==> config.mk <==
export PLATFORM = sky130hd
export DESIGN_NAME = tic_timer_capture
export DESIGN_NICKNAME = d
export VERILOG_FILES = /design/src/core/tic_pkg.sv /design/src/core/tic_timer_capture.sv
export VERILOG_INCLUDE_DIRS = /design/src /design/src/core
export SDC_FILE = /design/constraint.sdc
export NUM_CORES = 1
export LEC_CHECK = 0
export BUFFER_PORTS_ARGS = -buffer_cell sky130_fd_sc_hd__buf_2
export CAP_MARGIN = 15
export CORE_ASPECT_RATIO = 0.8
export CORE_UTILIZATION = 61
export CTS_CLUSTER_DIAMETER = 60
export DETAILED_ROUTE_END_ITERATION = 10
export GPL_ROUTABILITY_DRIVEN = 0
export PLACE_DENSITY = 0.88
export SYNTH_ARGS = -nofsm -noshare
export SYNTH_HDL_FRONTEND = slang
export SYNTH_SLANG_ARGS = --single-unit
export TNS_END_PERCENT = 5
==> constraint.sdc <==
create_clock -name clk -period 3.55 [get_ports clk]
set_input_delay 0.1775 -clock clk [delete_from_list [all_inputs] [get_ports clk]]
set_output_delay 0.1775 -clock clk [all_outputs]
set_load 0.05 [all_outputs]
==> src/core/tic_params.svh <==
// constants of the timer input-capture block: offsets, fields, reset values
// assumes a 32-bit apb slave with byte addresses on an 8-bit paddr
// Notes on behaviour
// RULE_01: in capture-restart mode a selected input edge copies the count into the capture register.
// RULE_02: in capture-restart mode the count advances from the prescaled system clock, the pin only triggers.
// RULE_03: the edge polarity bit picks whether a rising or a falling input edge captures.
// RULE_04: a capture in capture-restart mode raises the timer interrupt, loads 0001H and counting goes on.
// RULE_05: an interrupt caused by a capture sets the input capture flag in the first control register.
// RULE_06: after reset both capture and reload interrupt; the source select can restrict to either one.
// RULE_07: software writes the control register with the timer off, choosing mode, prescale and edge.
// RULE_08: software loads the start count, usually 0001H, before enabling the timer.
// RULE_09: software writes the reload value while the timer is still disabled.
// RULE_10: software clears capture to 0000H first; still 0000H after an interrupt means a reload.
// RULE_11: software sets interrupt enables and pin routing before it enables the timer.
// RULE_12: the count steps once per prescale system clock periods.
// RULE_13: in capture mode the count runs to the reload value, then interrupts and restarts.
// RULE_14: the capture register holds the full 16-bit captured count.
// RULE_15: the input is synchronised and edge-detected, and nothing is captured while disabled.
`ifndef TIC_PARAMS_SVH
`define TIC_PARAMS_SVH
`define TIC_OFF_CTRL0     8'h00
`define TIC_OFF_CTRL1     8'h04
`define TIC_OFF_COUNT     8'h08
`define TIC_OFF_RELOAD    8'h0C
`define TIC_OFF_CAPT      8'h10
`define TIC_CTRL0_SEL     1:0
`define TIC_CTRL0_FLAG    2
`define TIC_CTRL1_EN      0
`define TIC_CTRL1_POL     1
`define TIC_CTRL1_PRE     4:2
`define TIC_CTRL1_MODE    5
`define TIC_SEL_BOTH      2'h0
`define TIC_SEL_RELOAD    2'h2
`define TIC_SEL_CAPT      2'h3
`define TIC_COUNT_RESTART 16'h0001
`define TIC_COUNT_RST     16'h0000
`define TIC_RELOAD_RST    16'hFFFF
`define TIC_CAPT_CLEAR    16'h0000
`endif

==> src/core/tic_pkg.sv <==
// types of the timer input-capture block
// assumes tic_params.svh supplies the numeric constants
package tic_pkg;
   typedef enum logic [1:0] {
      TIC_IDLE = 2'b00,
      TIC_RUN  = 2'b01
   } tic_state_t;

   typedef enum logic {
      TIC_MODE_CAPTURE = 1'b0,
      TIC_MODE_RESTART = 1'b1
   } tic_mode_t;

   typedef struct packed {
      logic       en;
      logic       polRise;
      logic [2:0] pre;
      tic_mode_t  mode;
   } tic_cfg_t;
endpackage : tic_pkg

==> src/core/tic_timer_capture.sv <==
// timer with input capture and capture-restart modes behind an apb slave
// assumes clk is the system clock and timerIn is an asynchronous pin
//
// Decided for this implementation: the APB register port and the placing of the registers.
`include "tic_params.svh"

module tic_timer_capture #(
   parameter int CNT_W = 16
) (
   // system
   input  wire logic        clk,
   input  wire logic        sys_rst,
   // apb slave
   input  wire logic        psel,
   input  wire logic        penable,
   input  wire logic        pwrite,
   input  wire logic [7:0]  paddr,
   input  wire logic [31:0] pwdata,
   output logic      [31:0] prdata,
   output logic             pready,
   output logic             pslverr,
   // timer input pin
   input  wire logic        timerIn,
   // timer interrupt request
   output logic             timerIrq
);
   generate
      if (CNT_W < 2 || CNT_W > 16) begin : g_bad_width
         $error("CNT_W must lie between 2 and 16");
      end
   endgenerate

   localparam logic [CNT_W-1:0] RESTART = CNT_W'(`TIC_COUNT_RESTART);

   function automatic logic mapped(input logic [7:0] a);
      mapped = (a == `TIC_OFF_CTRL0) || (a == `TIC_OFF_CTRL1) ||
               (a == `TIC_OFF_COUNT) || (a == `TIC_OFF_RELOAD) ||
               (a == `TIC_OFF_CAPT);
   endfunction : mapped

   function automatic logic [6:0] preLimit(input logic [2:0] p);
      preLimit = 7'((8'h01 << p) - 8'h01);
   endfunction : preLimit

   tic_pkg::tic_cfg_t   cfg_r, cfg_nxt;
   tic_pkg::tic_state_t state_r, state_nxt;
   logic [1:0]          irqSel_r, irqSel_nxt;
   logic                capFlag_r, capFlag_nxt;
   logic [CNT_W-1:0]    count_r, count_nxt;
   logic [CNT_W-1:0]    reload_r, reload_nxt;
   logic [CNT_W-1:0]    capt_r, capt_nxt;
   logic [6:0]          preCnt_r, preCnt_nxt;
   logic                inSync1_r, inSync2_r, inPrev_r;
   logic                irq_r, irq_nxt;
   logic [31:0]         prdata_r, prdata_nxt;
   logic                setup, access, wr, running, tick;
   logic                edgeSeen, capEvt, relEvt;

   assign pready   = 1'b1;
   assign pslverr  = access & ~mapped(paddr);
   assign prdata   = prdata_r;
   assign timerIrq = irq_r;

   always_comb begin
      setup    = psel & ~penable;
      access   = psel & penable;
      wr       = access & pwrite & mapped(paddr);
      running  = (state_r == tic_pkg::TIC_RUN);
      tick     = running && (preCnt_r == preLimit(cfg_r.pre)); // RULE_12
      // selected edge from synchronised samples only
      edgeSeen = cfg_r.polRise ? (inSync2_r & ~inPrev_r)
                               : (~inSync2_r & inPrev_r); // RULE_03
      capEvt   = running & edgeSeen; // RULE_15
      relEvt   = tick && (count_r == reload_r);

      cfg_nxt     = cfg_r;
      irqSel_nxt  = irqSel_r;
      capFlag_nxt = capFlag_r;
      count_nxt   = count_r;
      reload_nxt  = reload_r;
      capt_nxt    = capt_r;
      prdata_nxt  = prdata_r;

      // software writes
      if (wr) begin
         case (paddr)
            `TIC_OFF_CTRL0: begin
               irqSel_nxt = pwdata[`TIC_CTRL0_SEL];
               if (pwdata[`TIC_CTRL0_FLAG]) begin
                  capFlag_nxt = 1'b0;
               end
            end
            `TIC_OFF_CTRL1: begin
               cfg_nxt.en      = pwdata[`TIC_CTRL1_EN];
               cfg_nxt.polRise = pwdata[`TIC_CTRL1_POL];
               cfg_nxt.pre     = pwdata[`TIC_CTRL1_PRE];
               cfg_nxt.mode    = tic_pkg::tic_mode_t'(pwdata[`TIC_CTRL1_MODE]);
            end
            `TIC_OFF_COUNT:  count_nxt  = pwdata[CNT_W-1:0];
            `TIC_OFF_RELOAD: reload_nxt = pwdata[CNT_W-1:0];
            `TIC_OFF_CAPT:   capt_nxt   = pwdata[CNT_W-1:0];
            default: ;
         endcase
      end

      // prescaler and counting
      preCnt_nxt = running ? (tick ? 7'h00 : 7'(preCnt_r + 7'h01)) : 7'h00;
      if (tick) begin
         count_nxt = relEvt ? RESTART : CNT_W'(count_r + 1'b1); // RULE_02 RULE_13
      end

      // capture, hardware wins over a software write
      if (capEvt) begin
         capt_nxt    = count_r; // RULE_01 RULE_14
         capFlag_nxt = 1'b1; // RULE_05
         if (cfg_r.mode == tic_pkg::TIC_MODE_RESTART) begin
            count_nxt  = RESTART; // RULE_04
            preCnt_nxt = 7'h00;
         end
      end

      // interrupt source select
      irq_nxt = (capEvt && irqSel_r != `TIC_SEL_RELOAD) ||
                (relEvt && irqSel_r != `TIC_SEL_CAPT); // RULE_06

      state_nxt = cfg_nxt.en ? tic_pkg::TIC_RUN : tic_pkg::TIC_IDLE;

      // read data captured in the setup phase
      if (setup && !pwrite) begin
         case (paddr)
            `TIC_OFF_CTRL0:  prdata_nxt = {29'h0, capFlag_r, irqSel_r};
            `TIC_OFF_CTRL1:  prdata_nxt = {26'h0, cfg_r.mode, cfg_r.pre,
                                           cfg_r.polRise, cfg_r.en};
            `TIC_OFF_COUNT:  prdata_nxt = 32'(count_r);
            `TIC_OFF_RELOAD: prdata_nxt = 32'(reload_r);
            `TIC_OFF_CAPT:   prdata_nxt = 32'(capt_r); // RULE_10
            default:         prdata_nxt = 32'h0;
         endcase
      end
   end

   always_ff @(posedge clk) begin
      if (sys_rst) begin
         cfg_r     <= '0;
         state_r   <= tic_pkg::TIC_IDLE;
         irqSel_r  <= `TIC_SEL_BOTH;
         capFlag_r <= 1'b0;
         count_r   <= CNT_W'(`TIC_COUNT_RST);
         reload_r  <= CNT_W'(`TIC_RELOAD_RST);
         capt_r    <= CNT_W'(`TIC_CAPT_CLEAR);
         preCnt_r  <= 7'h00;
         inSync1_r <= 1'b0;
         inSync2_r <= 1'b0;
         inPrev_r  <= 1'b0;
         irq_r     <= 1'b0;
         prdata_r  <= 32'h0;
      end else begin
         cfg_r     <= cfg_nxt;
         state_r   <= state_nxt;
         irqSel_r  <= irqSel_nxt;
         capFlag_r <= capFlag_nxt;
         count_r   <= count_nxt;
         reload_r  <= reload_nxt;
         capt_r    <= capt_nxt;
         preCnt_r  <= preCnt_nxt;
         inSync1_r <= timerIn; // RULE_15
         inSync2_r <= inSync1_r;
         inPrev_r  <= inSync2_r;
         irq_r     <= irq_nxt;
         prdata_r  <= prdata_nxt;
      end
   end
endmodule : tic_timer_capture
==> results of run 1 <==
worst max-delay path by stage:
stage | to | slack (ns) | depth (start not counted)
after floorplan | count_r[5]$_SDFF_PP0_ | 1.18 | 13
after global placement | count_r[13]$_SDFF_PP0_ | 0.47 | 10
after detailed placement | count_r[6]$_SDFF_PP0_ | 0.36 | 10
after CTS | count_r[7]$_SDFF_PP0_ | 0.34 | 10
after global routing | count_r[7]$_SDFF_PP0_ | 0.21 | 10
final | count_r[7]$_SDFF_PP0_ | 0.49 | 10
sequential cells by signal, indices dropped and copies added (netlist names):
| signal | cells |
|---|---|
| inPrev_r | 1 |
| irqSel_r | 2 |
| reload_r | 16 |
| preCnt_r | 7 |
| inSync1_r | 1 |
| count_r | 16 |
| capFlag_r | 1 |
| timerIrq | 1 |
| cfg_r | 6 |
| prdata | 16 |
| capt_r | 16 |
| inSync2_r | 1 |
area by class of cell:
class / count / area share
multi-input cells: 417 / 0.535
flip-flops and latches: 84 / 0.333
repair buffers: 55 / 0.0599
well taps: 105 / 0.0260
clock buffers: 9 / 0.0245
clock inverters: 7 / 0.0161
inverters: 8 / 0.00595
per-stage QoR:
step            util  cells  power [W]
6_report       0.677    685    0.00177
5_1_grt        0.677    685    0.00183
2_1_floorplan      -    576    0.00108
4_1_cts        0.674    683    0.00177
3_3_place_gp   0.646    667    0.00110
3_5_place_dp   0.646    667    0.00110
kinds of logic (layout without fill, tap and decap cells):
family / after synthesis / in the layout
mux: 25 / 25
buf+inv: 75 / 79
other cells: 2 / 17
simple gates: 209 / 209
flops: 84 / 84
fa+ha+maj: 3 / 3
xor+xnor: 38 / 38
compound gates: 125 / 125
per-layer routing:
metal,up-vias,share of wire
met3,29,0.079
met4,0,0.021
li1,1978,-
met2,186,0.46
met1,1917,0.44
met5,-,0
cells in the mapped netlist, drive strengths merged (3+ instances only):
master | instances | area share
ha | 3 | 0.0079
nand2 | 60 | 0.048
dfxtp | 84 | 0.36
nand3 | 12 | 0.014
nand4 | 4 | 0.0053
o21ai | 20 | 0.021
xnor2 | 13 | 0.024
a31o | 15 | 0.028
a211o | 16 | 0.030
nor2 | 65 | 0.052
mux2 | 14 | 0.033
a22oi | 35 | 0.056
and3 | 5 | 0.0066
nor4 | 4 | 0.0053
o22ai | 6 | 0.0079
inv | 8 | 0.0063
xor2 | 25 | 0.046
nor3 | 22 | 0.037
clkbuf | 29 | 0.023
mux2i | 11 | 0.023
nor2b | 21 | 0.028
a21oi | 9 | 0.011
buf | 38 | 0.059
a311oi | 16 | 0.030
where the power goes:
part | internal, W | total, W | switching, W
clock | 0.000280 | 0.000684 | 0.000404
sequential | 0.000943 | 0.000944 | 0.00000109
combinational | 0.0000293 | 0.000137 | 0.000108
worst register-to-register path, stage by stage (launching register included):
cell and delay [ns]:
dfxtp_1 0.71, nor2_1 0.11, nand2_1 0.09, ha_1 0.35, and3_1 0.22, o211ai_1 0.09, a311o_1 0.34, a221o_2 0.46
buf_4 0.28, nor3_2 0.21, a31o_1 0.13
timing repair:
item | CTS | global route
hold endpoints to repair | 0 | 0
hold buffers | 0 | 0
buffers inserted | 0 | 0
gates resized for setup | 0 | 1
setup endpoints to repair | 0 | 9
==> reports/qor.yml, run 1 <==
run_status:
  status: "finished, final reports clean"
logic_synthesis:
  synth_ff_type: "dfxtp_1"
  syn_inst: 561
  synthMuxAreaShare: 0.0566
  synth_compound_area_frac: 0.198
  synth_area_um2: 4730
  synth_area_per_cell_um2: 8.43
  yosys_warnings: 0
  synth_edf_count: 0
  synth_xor_area_frac: 0.0704
  synth-simple-area-share: 0.221
  synth_seq_cells: 84
  async_reset_ff_frac: 0
  synth_top_family_by_area: "simple AND/OR/NAND/NOR gates"
  ys_types: 54
  synth_fa_ha_area_frac: 0.00793
  ys_seq_area_frac: 0.355
floorplanning:
  die_w_um: 100
  rows: 28
  die_h_um: 80.8
  dieArea_um2: 8110
  initial_core_util: 0.634
  io_pins: 81
  coreArea_um2: 7460
setup_path:
  r2r_cells: 10
  cp_num_buf_inv: 1
  worstReg2RegEnd: "count_r[7]$_SDFF_PP0_"
  worstSetupPathType: "reg -> reg"
  regToRegSetupSlack_ns: 0.49
  cp_max_fo: 20
  cp_top_family: "compound AO/OA/AOI/OAI gates"
  cp_slowest_stage_delay_ns: 0.71
  reg2reg_from: "cfg_r[3]$_SDFFE_PP0P_"
  crit_path_end_kind: "flop"
  required_ns: 3.85
  crit_slowest_cell: "dfxtp_1"
  critPathLaunch: "cfg_r[3]$_SDFFE_PP0P_"
  cp.arrival_ns: 3.36
  crit_chain: "nor2_1, nand2_1, ha_1, and3_1, o211ai_1, a311o_1, a221o_2, buf_4, nor3_2, a31o_1"
  cp-start-kind: "flop"
layout:
  multiInputGateArea_um2: 2700
  antenna_cells: 0
  finalInstanceArea_um2: 5050
  area_growth_syn_to_layout_pct: 6.77
  layout_common_cells: "dfxtp_1 (84), nor2_1 (64), nand2_1 (59), buf_2 (47), a22oi_1 (35)"
  drive_above_1_share: 0.193
  mostFrequentLayoutCell: "dfxtp_1"
  seq_area_um2: 1680
  fillCellCount: 619
  nets: 624
cts:
  cts_made_buffers: 9
  clock-root-buffer: "clkbuf_8"
  cts_tree: "built"
  h-tree-depth: 3
  clkTransAtPathRegs_ns: 0.09
  cts.sinks: 84
  cts_buffer_depth: 2
  clkLatencyLatePin_ns: 0.37
timing:
  drv_slew: 0
  hold-worst-slack_ns: 0.0267
  hold_viol_final: 0
  tightest_slew_ns: 0.878
  setup_viol: 0
  max_slew_margin: 0.414
  post-route-min-period_ns: 3.06
  skew_ns: 0.0172
  fmax_mhz: 327
  setup_ws_ns: 0.494
  finalCritPeriodShare: 0.861
  setup_tns_ns: 0
  rsz0062_at_grt: "false"
placed_design:
  dpl.hpwl_um: 7290
  placed_area_um2: 4820
  dp_slack_ns: 0.363
  port_buffers: 47
grt:
  grt_max_degree: 64
  grt_pass1_vias: 3561
  grtUsageMet2: 0.421
  grt_use_met3: 0.0594
  grt_pass1_wl_um: 17400
  busiest_layer: "met2"
  track_usage: 0.274
  met1_usage: 0.381
  antenna_found_initial: 0
  grt-ovfl-total: 0
job:
  maxCapViolations: 0
worst_hold_path:
  hold_end: "inSync1_r$_SDFF_PP0_"
  hold_start: "timerIn"
  hp-class: "in -> reg"
  hold_path_depth: 2
routing:
  drc: 0
  antenna_left: 0
  via_count: 4110
  wl_per_cell_um: 16.1
  drt_iter0_markers: 372
  vias_per_cell: 6.00
  finalWirelength_um: 11000
  drt-pass1-iter-count: 5
power:
  leakage_nw: 1.80
  peakVddDrop_mv: 0.187
  p_per_area_nw_per_um2: 350
Note: power is estimated with default switching activity, not from simulation.
==> inputs of run 2 (changes only) <==
--- a/config.mk
+++ b/config.mk
@@ -6,14 +6,15 @@
 export SDC_FILE = /design/constraint.sdc
 export NUM_CORES = 1
 export LEC_CHECK = 0
+export ABC_AREA = 1
 export BUFFER_PORTS_ARGS = -buffer_cell sky130_fd_sc_hd__buf_2
 export CAP_MARGIN = 15
 export CORE_ASPECT_RATIO = 0.8
-export CORE_UTILIZATION = 61
+export CORE_UTILIZATION = 28
 export CTS_CLUSTER_DIAMETER = 60
 export DETAILED_ROUTE_END_ITERATION = 10
 export GPL_ROUTABILITY_DRIVEN = 0
-export PLACE_DENSITY = 0.88
+export PLACE_DENSITY = 0.47
 export SYNTH_ARGS = -nofsm -noshare
 export SYNTH_HDL_FRONTEND = slang
 export SYNTH_SLANG_ARGS = --single-unit
==> reports/qor.yml, run 2 <==
layout:
  mostFrequentLayoutCell: "nand2_1"
  fillCellCount: 2017  # +230%
  finalInstanceArea_um2: 5800  # +15%
  finalCoreUtilization: 0.320  # -0.357
  antenna_cells: 0  # unchanged
  nets: 880  # +41%
  layout_common_cells: "nand2_1 (282), dfxtp_1 (84), inv_1 (72), nand3_1 (61), nor2_1 (55)"
  drive_above_1_share: 0.135  # -0.0579
  area_growth_syn_to_layout_pct: 12.0
  multiInputGateArea_um2: 2910  # +7.8%
  seq_area_um2: 1680  # unchanged
floorplanning:
  io_pins: 81  # unchanged
  coreArea_um2: 18100  # +140%
  die_h_um: 124  # +53%
  die_w_um: 154  # +53%
  dieArea_um2: 19000  # +130%
  initial_core_util: 0.286  # -0.348
  rows: 44  # +57%
power:
  leakage_nw: 2.53  # +40%
  p_int_w: 0.00160  # +27%
  p_clk_frac: 0.496  # +0.108
  combPwrFrac: 0.061  # -0.017
  power_frac_seq: 0.443  # -0.092
  p_per_area_nw_per_um2: 369  # +5.4%
  peakVddDrop_mv: 0.159  # -15%
  p_switching_w: 0.000541  # +5.6%
  p_sw_frac: 0.253  # -0.0371
cts:
  clkLatencyLatePin_ns: 0.36  # about the same
  cts.sinks: 84  # unchanged
  cts_made_buffers: 9  # unchanged
  cts_resized: 0  # unchanged
  cts_setup_buffers: 0  # unchanged
  clock-root-buffer: "clkbuf_16"
  cts_tree: "built"
  clkTransAtPathRegs_ns: 0.07  # -0.02 ns
  h-tree-depth: 3  # unchanged
  cts_buffer_depth: 2  # unchanged
  hold_buffers: 0  # unchanged
setup_path:
  crit_path_end_kind: "flop"
  cp_max_fo: 18  # -10%
  worstSetupPathType: "reg -> reg"
  cp-start-kind: "flop"
  cp.arrival_ns: 2.78  # -0.58 ns
  required_ns: 3.81  # -0.04 ns
routing:
  drt_iter0_markers: 410  # +10%
  finalWirelength_um: 15700  # +42%
  antenna_left: 0  # unchanged
  drc: 0  # unchanged
  wl_per_cell_um: 14.7  # -8.5%
  drt-pass1-iter-count: 5  # unchanged
  vias_per_cell: 4.70  # -22%
  via_count: 5014  # +22%
logic_synthesis:
  ys_seq_area_frac: 0.325  # -0.0306
  syn_inst: 809  # +44%
  synth_seq_cells: 84  # unchanged
  synth_common_cells: "nand2_1 (282), dfxtp_1 (84), inv_1 (72), nand3_1 (61), nor2_1 (56)"
  ys_types: 38  # -30%
  synth_top_area_frac: 0.325  # -0.0306
  yosys_warnings: 0  # unchanged
  yosysTopAreaCell: "dfxtp_1"
  synth_ff_type: "dfxtp_1"
  synth_area_um2: 5180  # +9.4%
  async_reset_ff_frac: 0  # unchanged
  synth_most_common_cell: "nand2_1"
  synth_area_per_cell_um2: 6.40  # -24%
  synth_area_leaders: "dfxtp_1 (32%), nand2_1 (20%), nand3_1 (5.9%), inv_1 (5.2%), o21ai_0 (4.7%)"
  synth_edf_count: 0  # unchanged
timing:
  setup_tns_ns: 0  # unchanged
  rsz0062_at_grt: "false"
  fmax_mhz: 397  # +21%
  hold-worst-slack_ns: 0.0262  # -0.000495 ns
  max_slew_margin: 0.463  # +0.0485
  finalCritPeriodShare: 0.710  # -0.151
  hold_viol_final: 0  # unchanged
  setup_ws_ns: 1.03  # +0.536 ns
  skew_ns: 0.00773  # -0.00943 ns
  setup_viol: 0  # unchanged
  drv_slew: 0  # unchanged
  tightest_slew_ns: 0.805  # -0.0737 ns
  post-route-min-period_ns: 2.52  # -0.536 ns
grt:
  grt_pass1_wl_um: 25300  # +46%
  grt-ovfl-total: 0  # unchanged
  grt_pass1_vias: 4546  # +28%
  track_usage: 0.174  # -0.101
  grt_max_degree: 45  # -30%
  antenna_found_initial: 0  # unchanged
placed_design:
  placed_area_um2: 5470  # +14%
  port_buffers: 47  # unchanged
  dp_slack_ns: 1.03  # +0.663 ns
  dpl.hpwl_um: 10800  # +48%
worst_hold_path:
  hp-class: "in -> reg"
run_status:
  status: "finished, final reports clean"
job:
  maxCapViolations: 0  # unchanged
## run 2: changes by cell type after synthesis, sizes merged, moves of 17 or more
cell	change
nor3	-17
o21ai	+33
a22oi	-35
a31oi	+17
nand3	+60
nand2	+230
a21oi	+30
nor2b	-21
inv	+67
## run 2: cells by family after synthesis
| kind of cell | after synthesis | synth area share |
|---|---|---|
| adders and majority gates | 3 | 0.00725 |
| buffers and inverters | 137 | 0.124 |
| AOI/OAI and AO/OA | 126 | 0.142 |
| DFF | 84 | 0.325 |
| xor gates and xnor gates | 19 | 0.0321 |
| and+or+nand+nor | 438 | 0.369 |
| other | 2 | 0.00145 |
## run 2: cell type report
| class | instances | share of cell area |
|---|---|---|
| Multi-Input combinational cell | 603 | 0.502 |
| Clock buffer | 10 | 0.0395 |
| Inverter | 77 | 0.0501 |
| Tap cell | 230 | 0.0496 |
| Clock inverter | 6 | 0.0166 |
| Sequential cell | 84 | 0.290 |
| Timing Repair Buffer | 56 | 0.0522 |
## run 2: worst max-delay path: stages, from the launching register on
cell     delay (ns)
dfxtp_1        0.50
inv_1          0.16
nand3_1        0.11
ha_1           0.26
inv_1          0.10
nand2_1        0.06
nand2_1        0.05
nand2_1        0.05
nand3_1        0.12
nor2_4         0.15
nand3_2        0.39
nand3_1        0.24
inv_2          0.10
nand3_1        0.08
inv_1          0.04
## run 2: metrics by stage
step | instances | total power (W)
final | 1066 | 0.00214
after floorplan | 824 | 0.00107
after global routing | 1066 | 0.00220
after detailed placement | 1050 | 0.00110
after CTS | 1066 | 0.00216
after global placement | 1050 | 0.00110
## run 2: metal layers
layer / track usage / share of wire
met1: 0.249 / 0.52
met2: 0.267 / 0.42
met3: 0.0275 / 0.040
met4: 0.0525 / 0.013
met5: 0 / 0
## run 2: worst paths after layout
path | from | to | slack [ns] | cells past startpoint
setup / recovery | cfg_r[2]$_SDFFE_PP0P_ | preCnt_r[3]$_SDFF_PP0_ | 1.03 | 14
hold / removal | timerIn | inSync1_r$_SDFF_PP0_ | 0.03 | 3
setup reg to reg | cfg_r[2]$_SDFFE_PP0P_ | preCnt_r[3]$_SDFF_PP0_ | 1.03 | 14
hold reg to reg | inSync1_r$_SDFF_PP0_ | inSync2_r$_SDFF_PP0_ | 0.40 | 2
## run 2: power groups by stage
| stage | combinational (W) | sequential [W] | clock (W) |
|---|---|---|---|
| floorplan | 0.0000950 | 0.000974 | 0 |
| global placement | 0.000129 | 0.000968 | 0 |
| detailed placement | 0.000130 | 0.000968 | 0 |
| CTS | 0.000130 | 0.000946 | 0.00108 |
| global route | 0.000141 | 0.000946 | 0.00112 |
| finish | 0.000130 | 0.000947 | 0.00106 |
==> inputs of run 3 (changes only) <==
--- a/config.mk
+++ b/config.mk
@@ -6,7 +6,7 @@
 export SDC_FILE = /design/constraint.sdc
 export NUM_CORES = 1
 export LEC_CHECK = 0
-export ABC_AREA = 1
+export ABC_AREA = 0
 export BUFFER_PORTS_ARGS = -buffer_cell sky130_fd_sc_hd__buf_2
 export CAP_MARGIN = 15
 export CORE_ASPECT_RATIO = 0.8
@@ -14,7 +14,7 @@
 export CTS_CLUSTER_DIAMETER = 60
 export DETAILED_ROUTE_END_ITERATION = 10
 export GPL_ROUTABILITY_DRIVEN = 0
-export PLACE_DENSITY = 0.47
+export PLACE_DENSITY = 0.49
 export SYNTH_ARGS = -nofsm -noshare
 export SYNTH_HDL_FRONTEND = slang
 export SYNTH_SLANG_ARGS = --single-unit
==> constraint.sdc (replaced) <==
create_clock -name clk -period 2.1 [get_ports clk]
set_input_delay 0.105 -clock clk [delete_from_list [all_inputs] [get_ports clk]]
set_output_delay 0.105 -clock clk [all_outputs]
set_load 0.05 [all_outputs]
==> reports/qor.yml, run 3 (synthesized netlist as in run 1, its figures left out) <==
cts:
  cts_tree: "built"
  cts_buffer_depth: 2  # unchanged
  cts_made_buffers: 9  # unchanged
  cts.sinks: 84  # unchanged
  clock-root-buffer: "clkbuf_16"
  clkLatencyLatePin_ns: 0.35  # about the same
  clkTransAtPathRegs_ns: 0.07  # about the same
  h-tree-depth: 3  # unchanged
routing:
  via_count: 4130  # -18%
  antenna_left: 0  # unchanged
  drt-pass1-iter-count: 4  # -1
  drt_iter0_markers: 258  # -37%
  vias_per_cell: 4.93  # +4.9%
  wl_per_cell_um: 15.9  # +8.4%
  finalWirelength_um: 13300  # -15%
  drc: 0  # unchanged
timing:
  setup_tns_ns: -5.27  # -5.27 ns
  post-route-min-period_ns: 2.41  # -0.110 ns
  max_slew_margin: 0.555  # +0.0921
  hold_viol_final: 0  # unchanged
  tightest_slew_ns: 0.667  # -0.137 ns
  hold-worst-slack_ns: 0.0199  # -0.00631 ns
  fmax_mhz: 415  # +4.5%
  skew_ns: 0.0103  # +0.00258 ns
  setup_viol: 24  # +24
  setup_ws_ns: -0.310  # -1.34 ns
  finalCritPeriodShare: 1.15  # +0.438
  rsz0062_at_grt: "true"
  drv_slew: 0  # unchanged
setup_path:
  worstSetupPathType: "reg -> reg"
  cp-start-kind: "flop"
  cp_slowest_stage_delay_ns: 0.37  # -0.13 ns
  cp_max_fo: 17  # -1
  cp_num_buf_inv: 2  # -2
  crit_path_end_kind: "flop"
  crit_top_cell: "nor3_4"
  crit_slowest_cell: "dfxtp_4"
  crit_chain: "nor3_4, inv_2, ha_4, nor3_4, o211ai_1, a311o_1, a221o_1, buf_12, a2111oi_2, or2_1"
  cp_top_family: "compound AO/OA/AOI/OAI gates"
  required_ns: 2.39  # -1.42 ns
  cp.arrival_ns: 2.70  # -0.08 ns
placed_design:
  dp.cells: 816  # -22%
  dp_slack_ns: -0.323  # -1.35 ns
  port_buffers: 47  # unchanged
  dpl.hpwl_um: 9520  # -12%
  placed_area_um2: 5300  # -3.1%
run_status:
  status: "complete, but fails checks"
  violations: "negative setup slack"
grt:
  track_usage: 0.157  # -0.0161
  grt-ovfl-total: 0  # unchanged
  grt_pass1_wl_um: 21500  # -15%
  grt_max_degree: 64  # +42%
  antenna_found_initial: 0  # unchanged
  grt_pass1_vias: 3848  # -15%
job:
  maxCapViolations: 0  # unchanged
floorplanning:
  io_pins: 81  # unchanged
  dieArea_um2: 17400  # -8.5%
  rows: 42  # -4.5%
  die_h_um: 118  # -4.3%
  die_w_um: 147  # -4.3%
  coreArea_um2: 16600  # -8.6%
  initial_core_util: 0.286  # about the same
power:
  p_per_area_nw_per_um2: 603  # +64%
  peakVddDrop_mv: 0.340  # +110%
  leakage_nw: 2.11  # -17%
layout:
  fillCellCount: 1721  # -15%
  mostFrequentLayoutCell: "dfxtp_1"
  antenna_cells: 0  # unchanged
  finalInstanceArea_um2: 5730  # -1.2%
  nets: 661  # -25%
  area_growth_syn_to_layout_pct: 21.1
  drive_above_1_share: 0.250  # +0.114
  layout_common_cells: "dfxtp_1 (81), nor2_1 (62), nand2_1 (59), buf_2 (47)"
  fin_cells: 837  # -21%
worst_hold_path:
  hp-class: "in -> reg"
run 3: cell types whose count changed in the layout (fill, tap and decap cells not counted), moves of 16 or more:
cell	delta
a22oi_1	+35
nand2_1	-223
a21oi_1	-22
a211o_1	+16
nor2b_1	+21
inv_1	-65
buf_4	+26
a31oi_1	-17
nand3_1	-50
o21ai_0	-30
a311oi_1	+16
run 3: final cells by class:
class                   count  area (um2)  share of cell area
clock buffers               9         225              0.0393
inverters                   8        30.0             0.00524
repair buffers             92         658               0.115
well taps                 220         275              0.0480
multi-input cells         417        2780               0.485
clock inverters             7        73.8              0.0129
flip-flops and latches     84        1690               0.295
run 3: worst paths after layout:
| path | slack (ns) | start | to | cells after the start |
|---|---|---|---|---|
| setup / recovery | -0.31 | cfg_r[3]$_SDFFE_PP0P_ | timerIrq$_SDFF_PP0_ | 10 |
| hold / removal | 0.02 | pwdata[9] | reload_r[9]$_SDFFE_PP1P_ | 2 |
| setup reg to reg | -0.31 | cfg_r[3]$_SDFFE_PP0P_ | timerIrq$_SDFF_PP0_ | 10 |
| hold reg to reg | 0.45 | inSync1_r$_SDFF_PP0_ | inSync2_r$_SDFF_PP0_ | 1 |
run 3: worst reg2reg max path: cells and delay by family, from the launching register on:
family / cells / cell delay, ns
AND/OR/NAND/NOR: 3 / 0.49
flip-flops: 1 / 0.37
adder cells (fa/ha/maj): 1 / 0.20
AO/OA/AOI/OAI: 4 / 1.06
buffers and inverters: 2 / 0.24
run 3: timing repair:
| item | 4_1_cts | 5_1_grt |
|---|---|---|
| gates resized for setup | 6 | 12 |
| setup endpoints to repair | 24 | 24 |
| setup buffers | 1 | 0 |
| hold buffers | 3 | 1 |
| endpoints found under the hold margin | 3 | 1 |
| pin swaps | 3 | 4 |
run 3: power by group:
part / leakage (nW) / total, W / switching (W) / internal (W)
combinational: 1.28 / 0.000253 / 0.000191 / 0.0000612
sequential: 0.679 / 0.00159 / 0.00000163 / 0.00159
clock: 0.147 / 0.00161 / 0.000764 / 0.000842
total: 2.11 / 0.00345 / 0.000957 / 0.00250
run 3: layer usage:
metal	vias to the layer above	GRT usage	routed length, um
met4	0	0.0348	96
met2	108	0.234	5920
met1	1961	0.230	6570
li1	2055	-	-
met3	6	0.0344	750
met5	-	0	0
run 3: through the flow:
step,power [W],utilization
floorplan,0.00182,-
CTS,0.00351,0.342
global placement,0.00188,0.320
global route,0.00359,0.346
finish,0.00345,0.346
detailed placement,0.00188,0.320
